--- config.mk ---
export PLATFORM = sky130hd
export DESIGN_NAME = tbd_torque_band
export DESIGN_NICKNAME = d
export VERILOG_FILES = /design/src/verilog/tbd_pkg.sv /design/src/verilog/tbd_torque_band.sv
export VERILOG_INCLUDE_DIRS = /design/src /design/src/verilog
export SDC_FILE = /design/constraint.sdc
export NUM_CORES = 1
export LEC_CHECK = 0
export ABC_AREA = 1
export BUFFER_PORTS_ARGS = -buffer_cell sky130_fd_sc_hd__clkbuf_2
export CAP_MARGIN = 20
export CORE_MARGIN = 1.5
export CORE_UTILIZATION = 35
export CTS_CLUSTER_DIAMETER = 120
export DETAILED_ROUTE_END_ITERATION = 16
export GPL_TIMING_DRIVEN = 0
export PLACE_DENSITY = 0.51
export SYNTH_ARGS = -nofsm -noshare
export SYNTH_HDL_FRONTEND = slang
export SYNTH_SLANG_ARGS = --single-unit
--- constraint.sdc ---
create_clock -name clk_sys -period 3.7 [get_ports clk_sys]
set_input_delay 0.37 -clock clk_sys [delete_from_list [all_inputs] [get_ports clk_sys]]
set_output_delay 0.37 -clock clk_sys [all_outputs]
set_load 0.02 [all_outputs]
--- src/verilog/tbd_map.svh ---
`ifndef TBD_MAP_SVH
`define TBD_MAP_SVH

// Enable mode encodings
`define TBD_MODE_OFF 2'h0
`define TBD_MODE_AT_SPEED 2'h1
`define TBD_MODE_RUNNING 2'h2

// Response action encodings
`define TBD_ACT_DECEL 2'h0
`define TBD_ACT_WARN 2'h1
`define TBD_ACT_COAST 2'h2

// Field widths
`define TBD_LEVEL_W 9
`define TBD_TIME_W 7
`define TBD_MEAS_W 10

// Programmable ranges
`define TBD_LEVEL_MAX 9'h12c
`define TBD_TIME_MAX 7'h64

// Qualification time base: one tenth of a second
`define TBD_TENTH_NS 100000000
`define TBD_CLK_NS 25
`define TBD_PRESC_W 22

// Reset values
`define TBD_STATUS_RST 1'h0
`define TBD_TENTHS_RST 7'h00
`define TBD_PRESC_RST 22'h000000

`endif

--- src/verilog/tbd_pkg.sv ---
`include "tbd_map.svh"

package tbd_pkg;

    typedef logic [1:0] tbd_mode_t;
    typedef logic [1:0] tbd_action_t;

    // Settings of one detector
    typedef struct packed {
        tbd_mode_t mode;
        tbd_action_t action;
        logic [`TBD_LEVEL_W-1:0] level;
        logic [`TBD_TIME_W-1:0] qual_time;
    } tbd_cfg_t;

    // Drive state the detectors are armed from
    typedef struct packed {
        logic running;
        logic freq_reached;
        logic sensorless_vector_method;
    } tbd_drive_t;

    // Per detector indication
    typedef struct packed {
        logic armed;
        logic warn;
        logic fault;
        logic [`TBD_TIME_W-1:0] elapsed;
    } tbd_status_t;

    typedef enum logic [3:0] {
        TBD_ST_IDLE = 4'h1,
        TBD_ST_QUAL = 4'h2,
        TBD_ST_WARN = 4'h4,
        TBD_ST_FAULT = 4'h8
    } tbd_state_t;

endpackage

--- src/verilog/tbd_torque_band.sv ---
`timescale 1ns/1ps
`include "tbd_map.svh"

// Contract
// - Over mode: off, at speed, while running
// - Over action: decelerate, warn, or coast
// - Over threshold 0 to 300 percent
// - Over qualification 0.0 to 10.0 s
// - Low mode: off, at speed, while running
// - Low action: decelerate, warn, or coast
// - Separate low threshold, same reference
// - Over detector watches for rising load
// - Low detector watches for falling load
// - Scalar control: 100 percent rated current
// - Sensorless vector: 100 percent rated torque
// - Over declared after full time above
// - Low declared after full time below
module tbd_torque_band #(
    parameter int unsigned TENTH_CYCLES = `TBD_TENTH_NS / `TBD_CLK_NS
) (
    input wire logic clk_sys,
    input wire logic reset,
    input wire tbd_pkg::tbd_drive_t drive,
    input wire logic [`TBD_MEAS_W-1:0] output_current_pct,
    input wire logic [`TBD_MEAS_W-1:0] motor_torque_pct,
    input wire tbd_pkg::tbd_cfg_t over_cfg,
    input wire tbd_pkg::tbd_cfg_t low_cfg,
    input wire logic fault_clear,
    output tbd_pkg::tbd_status_t over_status,
    output tbd_pkg::tbd_status_t low_status,
    output logic decel_stop_req,
    output logic coast_stop_req,
    output logic warn_any
);
    import tbd_pkg::*;

    localparam int unsigned NDET = 2;
    localparam logic [`TBD_PRESC_W-1:0] PRESC_LAST = `TBD_PRESC_W'(TENTH_CYCLES - 1);

    // Arming from mode; the reserved code 3 is treated as off
    function automatic logic armed_by(input tbd_mode_t mode, input tbd_drive_t d);
        logic a;
        a = 1'b0;
        case (mode)
            `TBD_MODE_AT_SPEED: a = d.running & d.freq_reached;
            `TBD_MODE_RUNNING: a = d.running;
            default: a = 1'b0;
        endcase
        return a;
    endfunction

    // Settings beyond the documented range saturate instead of wrapping
    function automatic logic [`TBD_LEVEL_W-1:0] clamp_level(input logic [`TBD_LEVEL_W-1:0] v);
        return (v > `TBD_LEVEL_MAX) ? `TBD_LEVEL_MAX : v;
    endfunction

    function automatic logic [`TBD_TIME_W-1:0] clamp_time(input logic [`TBD_TIME_W-1:0] v);
        return (v > `TBD_TIME_MAX) ? `TBD_TIME_MAX : v;
    endfunction

    // Reference quantity picked by the control method
    wire logic [`TBD_MEAS_W-1:0] meas_pct = drive.sensorless_vector_method ?
        motor_torque_pct :
        output_current_pct;

    wire logic [`TBD_LEVEL_W-1:0] over_thr = clamp_level(over_cfg.level);
    wire logic [`TBD_LEVEL_W-1:0] low_thr = clamp_level(low_cfg.level);

    // Both thresholds are compared against the same selected quantity
    wire logic over_cond = meas_pct > {1'b0, over_thr};
    wire logic low_cond = meas_pct < {1'b0, low_thr};

    wire logic over_armed = armed_by(over_cfg.mode, drive);
    wire logic low_armed = armed_by(low_cfg.mode, drive);

    // Per detector arrays, index 0 is over, index 1 is low
    logic armed [NDET];
    logic cond [NDET];
    tbd_action_t action [NDET];
    logic [`TBD_TIME_W-1:0] qual_time [NDET];

    assign armed[0] = over_armed;
    assign armed[1] = low_armed;
    assign cond[0] = over_cond;
    assign cond[1] = low_cond;
    assign action[0] = over_cfg.action;
    assign action[1] = low_cfg.action;
    assign qual_time[0] = clamp_time(over_cfg.qual_time);
    assign qual_time[1] = clamp_time(low_cfg.qual_time);

    tbd_state_t state [NDET];
    logic [`TBD_PRESC_W-1:0] presc [NDET];
    logic [`TBD_TIME_W-1:0] tenths [NDET];
    tbd_action_t fault_kind [NDET];

    genvar gi;
    generate
        for (gi = 0; gi < NDET; gi++) begin : g_det
            wire logic active = armed[gi] & cond[gi];
            wire logic tick = presc[gi] == PRESC_LAST;
            wire logic qualified = tenths[gi] >= qual_time[gi];
            // Warn is the only action that keeps the drive running
            wire logic is_warn = action[gi] == `TBD_ACT_WARN;
            // Declaration cycle, read only by the frozen stop style; the state decodes the same condition itself
            wire logic declared_now = (state[gi] == TBD_ST_QUAL) & active & qualified;
            tbd_state_t next_state;

            always_comb begin
                next_state = state[gi];
                case (state[gi])
                    TBD_ST_IDLE: begin
                        if (active) begin
                            next_state = TBD_ST_QUAL;
                        end
                    end
                    TBD_ST_QUAL: begin
                        if (!active) begin
                            next_state = TBD_ST_IDLE;
                        end else if (qualified) begin
                            next_state = is_warn ? TBD_ST_WARN : TBD_ST_FAULT;
                        end
                    end
                    TBD_ST_WARN: begin
                        // Warning follows the condition, no latching
                        if (!active) begin
                            next_state = TBD_ST_IDLE;
                        end
                    end
                    TBD_ST_FAULT: begin
                        // Fault holds the stop request until software clears it
                        // A held clear lets a live condition fault again once it requalifies
                        if (fault_clear) begin
                            next_state = TBD_ST_IDLE;
                        end
                    end
                    default: next_state = TBD_ST_IDLE;
                endcase
            end

            always_ff @(posedge clk_sys or posedge reset) begin
                if (reset) begin
                    state[gi] <= TBD_ST_IDLE;
                end else begin
                    state[gi] <= next_state;
                end
            end

            // Time base runs only while qualifying, so the first tenth is a full one
            always_ff @(posedge clk_sys or posedge reset) begin
                if (reset) begin
                    presc[gi] <= `TBD_PRESC_RST;
                    tenths[gi] <= `TBD_TENTHS_RST;
                end else if (state[gi] != TBD_ST_QUAL || !active) begin
                    presc[gi] <= `TBD_PRESC_RST;
                    tenths[gi] <= `TBD_TENTHS_RST;
                end else if (tick) begin
                    presc[gi] <= `TBD_PRESC_RST;
                    if (!qualified) begin
                        tenths[gi] <= tenths[gi] + 7'h01;
                    end
                end else begin
                    presc[gi] <= presc[gi] + 22'h000001;
                end
            end

            // Stop style is frozen at the moment the fault is declared
            always_ff @(posedge clk_sys or posedge reset) begin
                if (reset) begin
                    fault_kind[gi] <= `TBD_ACT_DECEL;
                end else if (declared_now) begin
                    fault_kind[gi] <= action[gi];
                end
            end
        end
    endgenerate

    wire logic fault0 = state[0] == TBD_ST_FAULT;
    wire logic fault1 = state[1] == TBD_ST_FAULT;
    wire logic warn0 = state[0] == TBD_ST_WARN;
    wire logic warn1 = state[1] == TBD_ST_WARN;

    // Coast only for the explicit coast code; anything else stops by decel
    wire logic coast0 = fault0 & (fault_kind[0] == `TBD_ACT_COAST);
    wire logic coast1 = fault1 & (fault_kind[1] == `TBD_ACT_COAST);
    // Either detector alone is enough to stop the drive
    wire logic any_coast = coast0 | coast1;
    wire logic any_decel = (fault0 & ~coast0) | (fault1 & ~coast1);

    always_ff @(posedge clk_sys or posedge reset) begin
        if (reset) begin
            decel_stop_req <= `TBD_STATUS_RST;
            coast_stop_req <= `TBD_STATUS_RST;
            warn_any <= `TBD_STATUS_RST;
        end else begin
            // Coast wins over decel: removing output is the stronger stop
            coast_stop_req <= any_coast;
            decel_stop_req <= any_decel & ~any_coast;
            warn_any <= warn0 | warn1;
        end
    end

    always_ff @(posedge clk_sys or posedge reset) begin
        if (reset) begin
            over_status <= '0;
            low_status <= '0;
        end else begin
            // Status trails the state by one cycle, like the stop outputs
            over_status.armed <= over_armed;
            over_status.warn <= warn0;
            over_status.fault <= fault0;
            over_status.elapsed <= tenths[0];
            low_status.armed <= low_armed;
            low_status.warn <= warn1;
            low_status.fault <= fault1;
            low_status.elapsed <= tenths[1];
        end
    end

endmodule

==> results of run 1 <==
==> synthesized netlist by cell type, types with 3 or more instances <==
| cell | n |
|---|---|
| nand2_1 | 121 |
| mux2_2 | 8 |
| nand3_2 | 4 |
| nand4_1 | 26 |
| o21a_1 | 3 |
| a31oi_1 | 5 |
| nor3b_1 | 3 |
| nand3_1 | 34 |
| a21oi_1 | 26 |
| ha_1 | 39 |
| xor2_1 | 11 |
| or2_2 | 4 |
| and3_1 | 3 |
| xnor2_1 | 3 |
| inv_2 | 5 |
| nor4_1 | 4 |
| inv_1 | 103 |
| nor3_2 | 6 |
| dfrtp_1 | 91 |
| nor2_2 | 6 |
| o21ai_0 | 23 |
| o21ai_2 | 3 |
| o21ai_1 | 10 |
| nor2_1 | 92 |
| nor2_4 | 3 |
| nor3_1 | 24 |
==> sequential cells by signal, indices dropped and copies added, names as in the netlist <==
signal / flops
presc: 44
warn_any: 1
fault_kind: 4
over_status: 10
decel_stop_req: 1
coast_stop_req: 1
state: 8
tenths: 14
low_status: 10
==> final cells by class <==
type	count	area, um^2
multi-input cells	479	2760
flip-flops and latches	93	2330
plain buffers	3	27.5
clock buffers	11	233
clock inverters	5	60.1
well taps	211	264
inverters	108	408
fillers	1599	8760
repair buffers	89	468
==> per-layer routing <==
layer	routed length (um)	up-vias	global-route usage, %
met5	0	-	0
li1	-	2451	-
met2	5980	62	27.3
met1	5830	2180	21.0
met3	371	14	3.20
met4	192	0	5.55
==> metrics by stage <==
| stage | setup WS (ns) | hold WS (ns) |
|---|---|---|
| after global placement | -0.292 | 0.421 |
| after floorplan | 0.913 | 0.380 |
| final | 0.734 | 0.0685 |
| after CTS | 0.709 | 0.0828 |
| after global routing | 0.391 | 0.107 |
| after detailed placement | 0.353 | 0.403 |
==> cells by family (layout without fill, tap and decap cells) <==
kind of cell    after synthesis  after routing  synth area share [%]
xor+xnor                     14             14                  2.22
simple gates                337            337                  29.0
compound gates               81             81                  8.34
buf+inv                     111            216                  7.84
fa+ha+maj                    39             39                  8.83
mux                           8              8                  1.63
flops                        93             93                  42.2
==> power by group <==
| part | switching (mW) | internal [mW] | total (mW) |
|---|---|---|---|
| Clock | 0.394 | 0.527 | 0.920 |
| Sequential | 0.0213 | 1.05 | 1.07 |
| Combinational | 0.208 | 0.130 | 0.338 |
==> final timing paths <==
check                                  from        endpoint  slack (ns)  cells after the start
min in group clk_sys            low_cfg[16]   fault_kind[0]        0.29                      3
worst min-delay path                  reset  over_status[1]        0.07                      2
max in group asynchronous             reset   low_status[5]        2.99                      3
worst min register to register    tenths[6]   low_status[6]        0.43                      0
worst max-delay path            over_cfg[7]       presc[32]        0.73                     16
worst max register to register     presc[0]       presc[16]        1.48                     10
==> flow_metrics.env, run 1 <==
export IMPL_cp_common_cell="nor2_1"
export IMPL_die_x_um=129
export IMPL_crit_fanout=10
export IMPL_critical_path_endpoint_type="flop"
export IMPL_overflow=0
export IMPL_post_cts_resized=0
export IMPL_port_buffers=88
export IMPL_final_setup_tns_ns=0
export IMPL_required_ns=3.97
export IMPL_htree_levels=3
export IMPL_wl_mm=12.4
export IMPL_grt_total_usage_pct=16.2
export IMPL_io_pins=89
export IMPL_final_util_pct=42.8
export IMPL_worst_pin_slew_ns=0.567
export IMPL_drv_slew=0
export IMPL_p_per_area_nw_per_um2=356
export IMPL_clock_skew_ns=0.00609
export IMPL_grt_pass1_vias=4685
export IMPL_path_class="input pin to flop"
export IMPL_leakage_nw=3.16
export IMPL_final_net_count=888
export IMPL_syn_area_per_cell_um2=8.09
export IMPL_wl_per_cell_um=12.4
export IMPL_core_area_um2=15300
export IMPL_syn_cell_area_um2=5520
export IMPL_synth_area_top_cells="dfrtp_1 41%, ha_1 8.8%, nand2_1 8.2%, inv_1 7.0%, nor2_1 6.3%"
export IMPL_clockRootBuffer="clkbuf_16"
export IMPL_cts_clk_slew_worst_paths_ns=0.06
export IMPL_syn_inst=683
export IMPL_seq_area_frac_synth_pct=42.2
export IMPL_outcome="finished, final reports clean"
export IMPL_dp_hpwl_mm=9.73
export IMPL_cts_buffer_depth=2
export IMPL_die_area_um2=16500
export IMPL_setup_worst_path_start_class="input pin"
export IMPL_hold_class="input pin to async pin"
export IMPL_synthToLayoutAreaGrowth_pct=18.6
export IMPL_crit_family="simple AND/OR/NAND/NOR gates"
export IMPL_synth_edf_count=0
export IMPL_cp_num_buf_inv=4
export IMPL_dp_cells=983
export IMPL_drv_cap=0
export IMPL_gp_congestion=0.801
export IMPL_finalPower_mw=2.33
export IMPL_cts_buffers=9
export IMPL_crit_chain="clkbuf_2, or2_2, a31oi_1, nor2_1, o21ai_0, inv_1, nor2_1, ha_1, nand4_1, nor3_1, a21oi_1, nand3_2, nor2_4, inv_2, buf_2, nor3b_2"
export IMPL_hold_violations=0
export IMPL_synth_ff_type="dfrtp_1"
export IMPL_cts_setup_buffers=0
export IMPL_ant_nets=0
export IMPL_synth_largest_area_cell="dfrtp_1"
export IMPL_grt_pass1_wl_mm=21.5
export IMPL_row_count=45
export IMPL_netlist_cell_type_count=42
export IMPL_n_antenna_cell=0
export IMPL_layout_common_cells="121 x nand2_1, 102 x inv_1, 92 x nor2_1, 91 x dfrtp_1, 88 x clkbuf_2"
export IMPL_finalSetupViolations=0
export IMPL_finalCritPeriodShare_pct=80.2
export IMPL_max_freq_mhz=337
export IMPL_chipHeight_um=129
export IMPL_clkSinkCount=93
export IMPL_cts_tree="done"
export IMPL_drt_iter0_markers=261
export IMPL_min_period_ns=2.97
export IMPL_cp_slowest_cell="o21ai_0"
export IMPL_cp_arrival_ns=3.23
export IMPL_first_pass_iters=6
export IMPL_route_detailed_drc=0
export IMPL_place_area_um2=6260
export IMPL_avgViaCountPerCell=4.71
export IMPL_ys_ff_latch=93
export IMPL_start_util_pct=36.1
export IMPL_synth_top_area_share_pct=41.2
export IMPL_rsz0062_at_grt="no"
export IMPL_async_reset_ff_share_pct=100
export IMPL_cp_slowest_stage_delay_ns=0.36
export IMPL_final_cell_count_no_fill=999
export IMPL_relSlewSlack_pct=61.9
export IMPL_layout_cells_most_common="nand2_1"
export IMPL_peakVddDrop_uv=226
export IMPL_cts_hold_buf=0
export IMPL_ys_warn_count=0
export IMPL_layout_drive_gt1_share_pct=19.5
export IMPL_synth_nets=788
export IMPL_finalInstanceArea_um2=6550
export IMPL_clk_latency_ns=0.34
export IMPL_antenna_found_initial=0
export IMPL_dr_total_vias=4707
export IMPL_grt_max_degree=54
(Power assumes the default switching activity.)
==> inputs of run 2 (changes only) <==
Settings changed: PLACE_DENSITY 0.51 to 0.53.
Clock period 3.7 ns to 2.6 ns, I/O delays scaled along.
==> flow_metrics.env, run 2 (synthesis results as in run 1) <==
export IMPL_outcome="finished, final reports clean"
export IMPL_antenna_found_initial=0
export IMPL_grt_pass1_vias=4789
export IMPL_overflow=0
export IMPL_port_buffers=88
export IMPL_setup_worst_path_start_class="input pin"
export IMPL_layout_common_cells="119 x nand2_1, 102 x inv_1, 91 x nor2_1, 91 x dfrtp_1, 88 x clkbuf_2"
export IMPL_core_area_um2=15300
export IMPL_chipHeight_um=129
export IMPL_grt_pass1_wl_mm=21.2
export IMPL_io_pins=89
export IMPL_relSlewSlack_pct=46.5
export IMPL_worst_pin_slew_ns=0.795
export IMPL_holdCritStartpoint="over_cfg[17]"
export IMPL_drv_slew=0
export IMPL_rsz0062_at_grt="yes"
export IMPL_p_per_area_nw_per_um2=494
export IMPL_finalPower_mw=3.30
export IMPL_grt_max_degree=38
export IMPL_final_cell_count_no_fill=1011
export IMPL_clockRootBuffer="clkbuf_16"
export IMPL_cts_buffer_depth=2
export IMPL_max_freq_mhz=410
export IMPL_htree_levels=3
export IMPL_reg_top3="presc (44), tenths (14)"
export IMPL_top_register="presc"
export IMPL_register_area_um2=2330
export IMPL_cts_tree="done"
export IMPL_cp_arrival_ns=2.70
export IMPL_cts_buffers=9
export IMPL_drv_cap=0
export IMPL_wl_per_cell_um=12.3
export IMPL_critical_path_endpoint_type="flop"
export IMPL_clk_latency_ns=0.35
export IMPL_row_count=45
export IMPL_clock_skew_ns=0.00690
export IMPL_die_x_um=129
export IMPL_path_class="input pin to flop"
export IMPL_required_ns=2.86
export IMPL_n_antenna_cell=0
export IMPL_peakVddDrop_uv=309
export IMPL_layout_cells_most_common="nand2_1"
export IMPL_ant_nets=0
export IMPL_layout_drive_gt1_share_pct=21.3
export IMPL_leakage_nw=3.22
export IMPL_dp_cells=984
export IMPL_grt_total_usage_pct=16.0
export IMPL_dp_hpwl_mm=9.79
export IMPL_dr_total_vias=4765
export IMPL_finalSetupViolations=0
export IMPL_cts_clk_slew_worst_paths_ns=0.06
export IMPL_gp_congestion=0.873
export IMPL_wl_mm=12.4
export IMPL_crit_fanout=7
export IMPL_multiInputGateArea_um2=2810
export IMPL_clkSinkCount=93
export IMPL_avgViaCountPerCell=4.71
export IMPL_drt_iter0_markers=180
export IMPL_largest_reg_flops=44
export IMPL_hold_class="input pin to flop"
export IMPL_finalCritPeriodShare_pct=93.8
export IMPL_nFillCells=1556
export IMPL_route_detailed_drc=0
export IMPL_synthToLayoutAreaGrowth_pct=21.1
export IMPL_first_pass_iters=4
export IMPL_start_util_pct=36.1
export IMPL_min_period_ns=2.44
export IMPL_timing_rr_start="presc[0]"
export IMPL_hold_violations=0
export IMPL_crit_start="low_cfg[15]"
export IMPL_final_net_count=901
export IMPL_die_area_um2=16500
## run 2: changes by cell type in the layout (fill, tap and decap cells not counted), sizes merged
cell | before | now
buf | 4 | 16
clkbuf | 99 | 101
inv | 109 | 107
clkinv | 2 | 1
dlygate4sd3 | 0 | 1
## run 2: metrics by stage
stage                     setup TNS, ns  hold slack [ns]  util [%]  instance area (um^2)  worst slack [ns]
after global placement           -14.48            0.415      40.7                  6230            -0.498
after floorplan                       0            0.380         -                  5530            0.0451
after global routing             -0.191            0.159      43.7                  6690           -0.0530
final                                 0            0.176      43.7                  6690             0.161
after detailed placement         -18.31            0.345      41.0                  6270            -0.534
after CTS                             0            0.161      42.9                  6570            0.0257
## run 2: power breakdown
group	internal [mW]	switching (mW)
clock network	0.740	0.526
logic	0.201	0.310
registers	1.50	0.0302
## run 2: worst max-delay path, stage by stage
cell and delay [ns]:
clkbuf_2 0.11, nand2_1 0.07, nor4_1 0.23, nand3b_1 0.12, nand2_2 0.10, inv_1 0.07
nor2_1 0.12, ha_1 0.26, a21oi_1 0.14, nor2_1 0.05, nor3_1 0.13, nor2_1 0.07
nor2_2 0.21, nand3_2 0.13, nor2_4 0.24, nand3_1 0.20, o22ai_1 0.19
## run 2: cell type report
class	instances	area share, %
multi-input combinational	479	42.0
buffer	2	0.337
clock inverter	2	0.524
inverter	108	6.12
tap	211	3.95
clock buffer	13	3.59
sequential	93	34.8
timing repair buffer	103	8.68
## run 2: path summary, 6_finish.rpt
path / to / slack, ns / cells past startpoint
setup / recovery: tenths[5] / 0.16 / 17
hold / removal: fault_kind[3] / 0.18 / 3
setup reg to reg: presc[16] / 0.36 / 10
hold reg to reg: low_status[6] / 0.42 / 0
max in group asynchronous: state[4] / 1.21 / 5
min in group asynchronous: low_status[6] / 0.51 / 3
## run 2: what timing repair did
action / CTS / global route
setup endpoints to repair: 22 / 51
setup buffers: 0 / 12
resized for setup: 3 / 8
pin swaps: 0 / 9
hold endpoints to repair: 23 / 0
hold buffers: 1 / 0
## run 2: metal layers
layer	vias up	track usage, %	routed length [um]
met5	-	0	0
met4	0	6.35	248
met3	16	3.70	364
met2	59	27.5	6070
met1	2221	19.4	5730
li1	2469	-	-
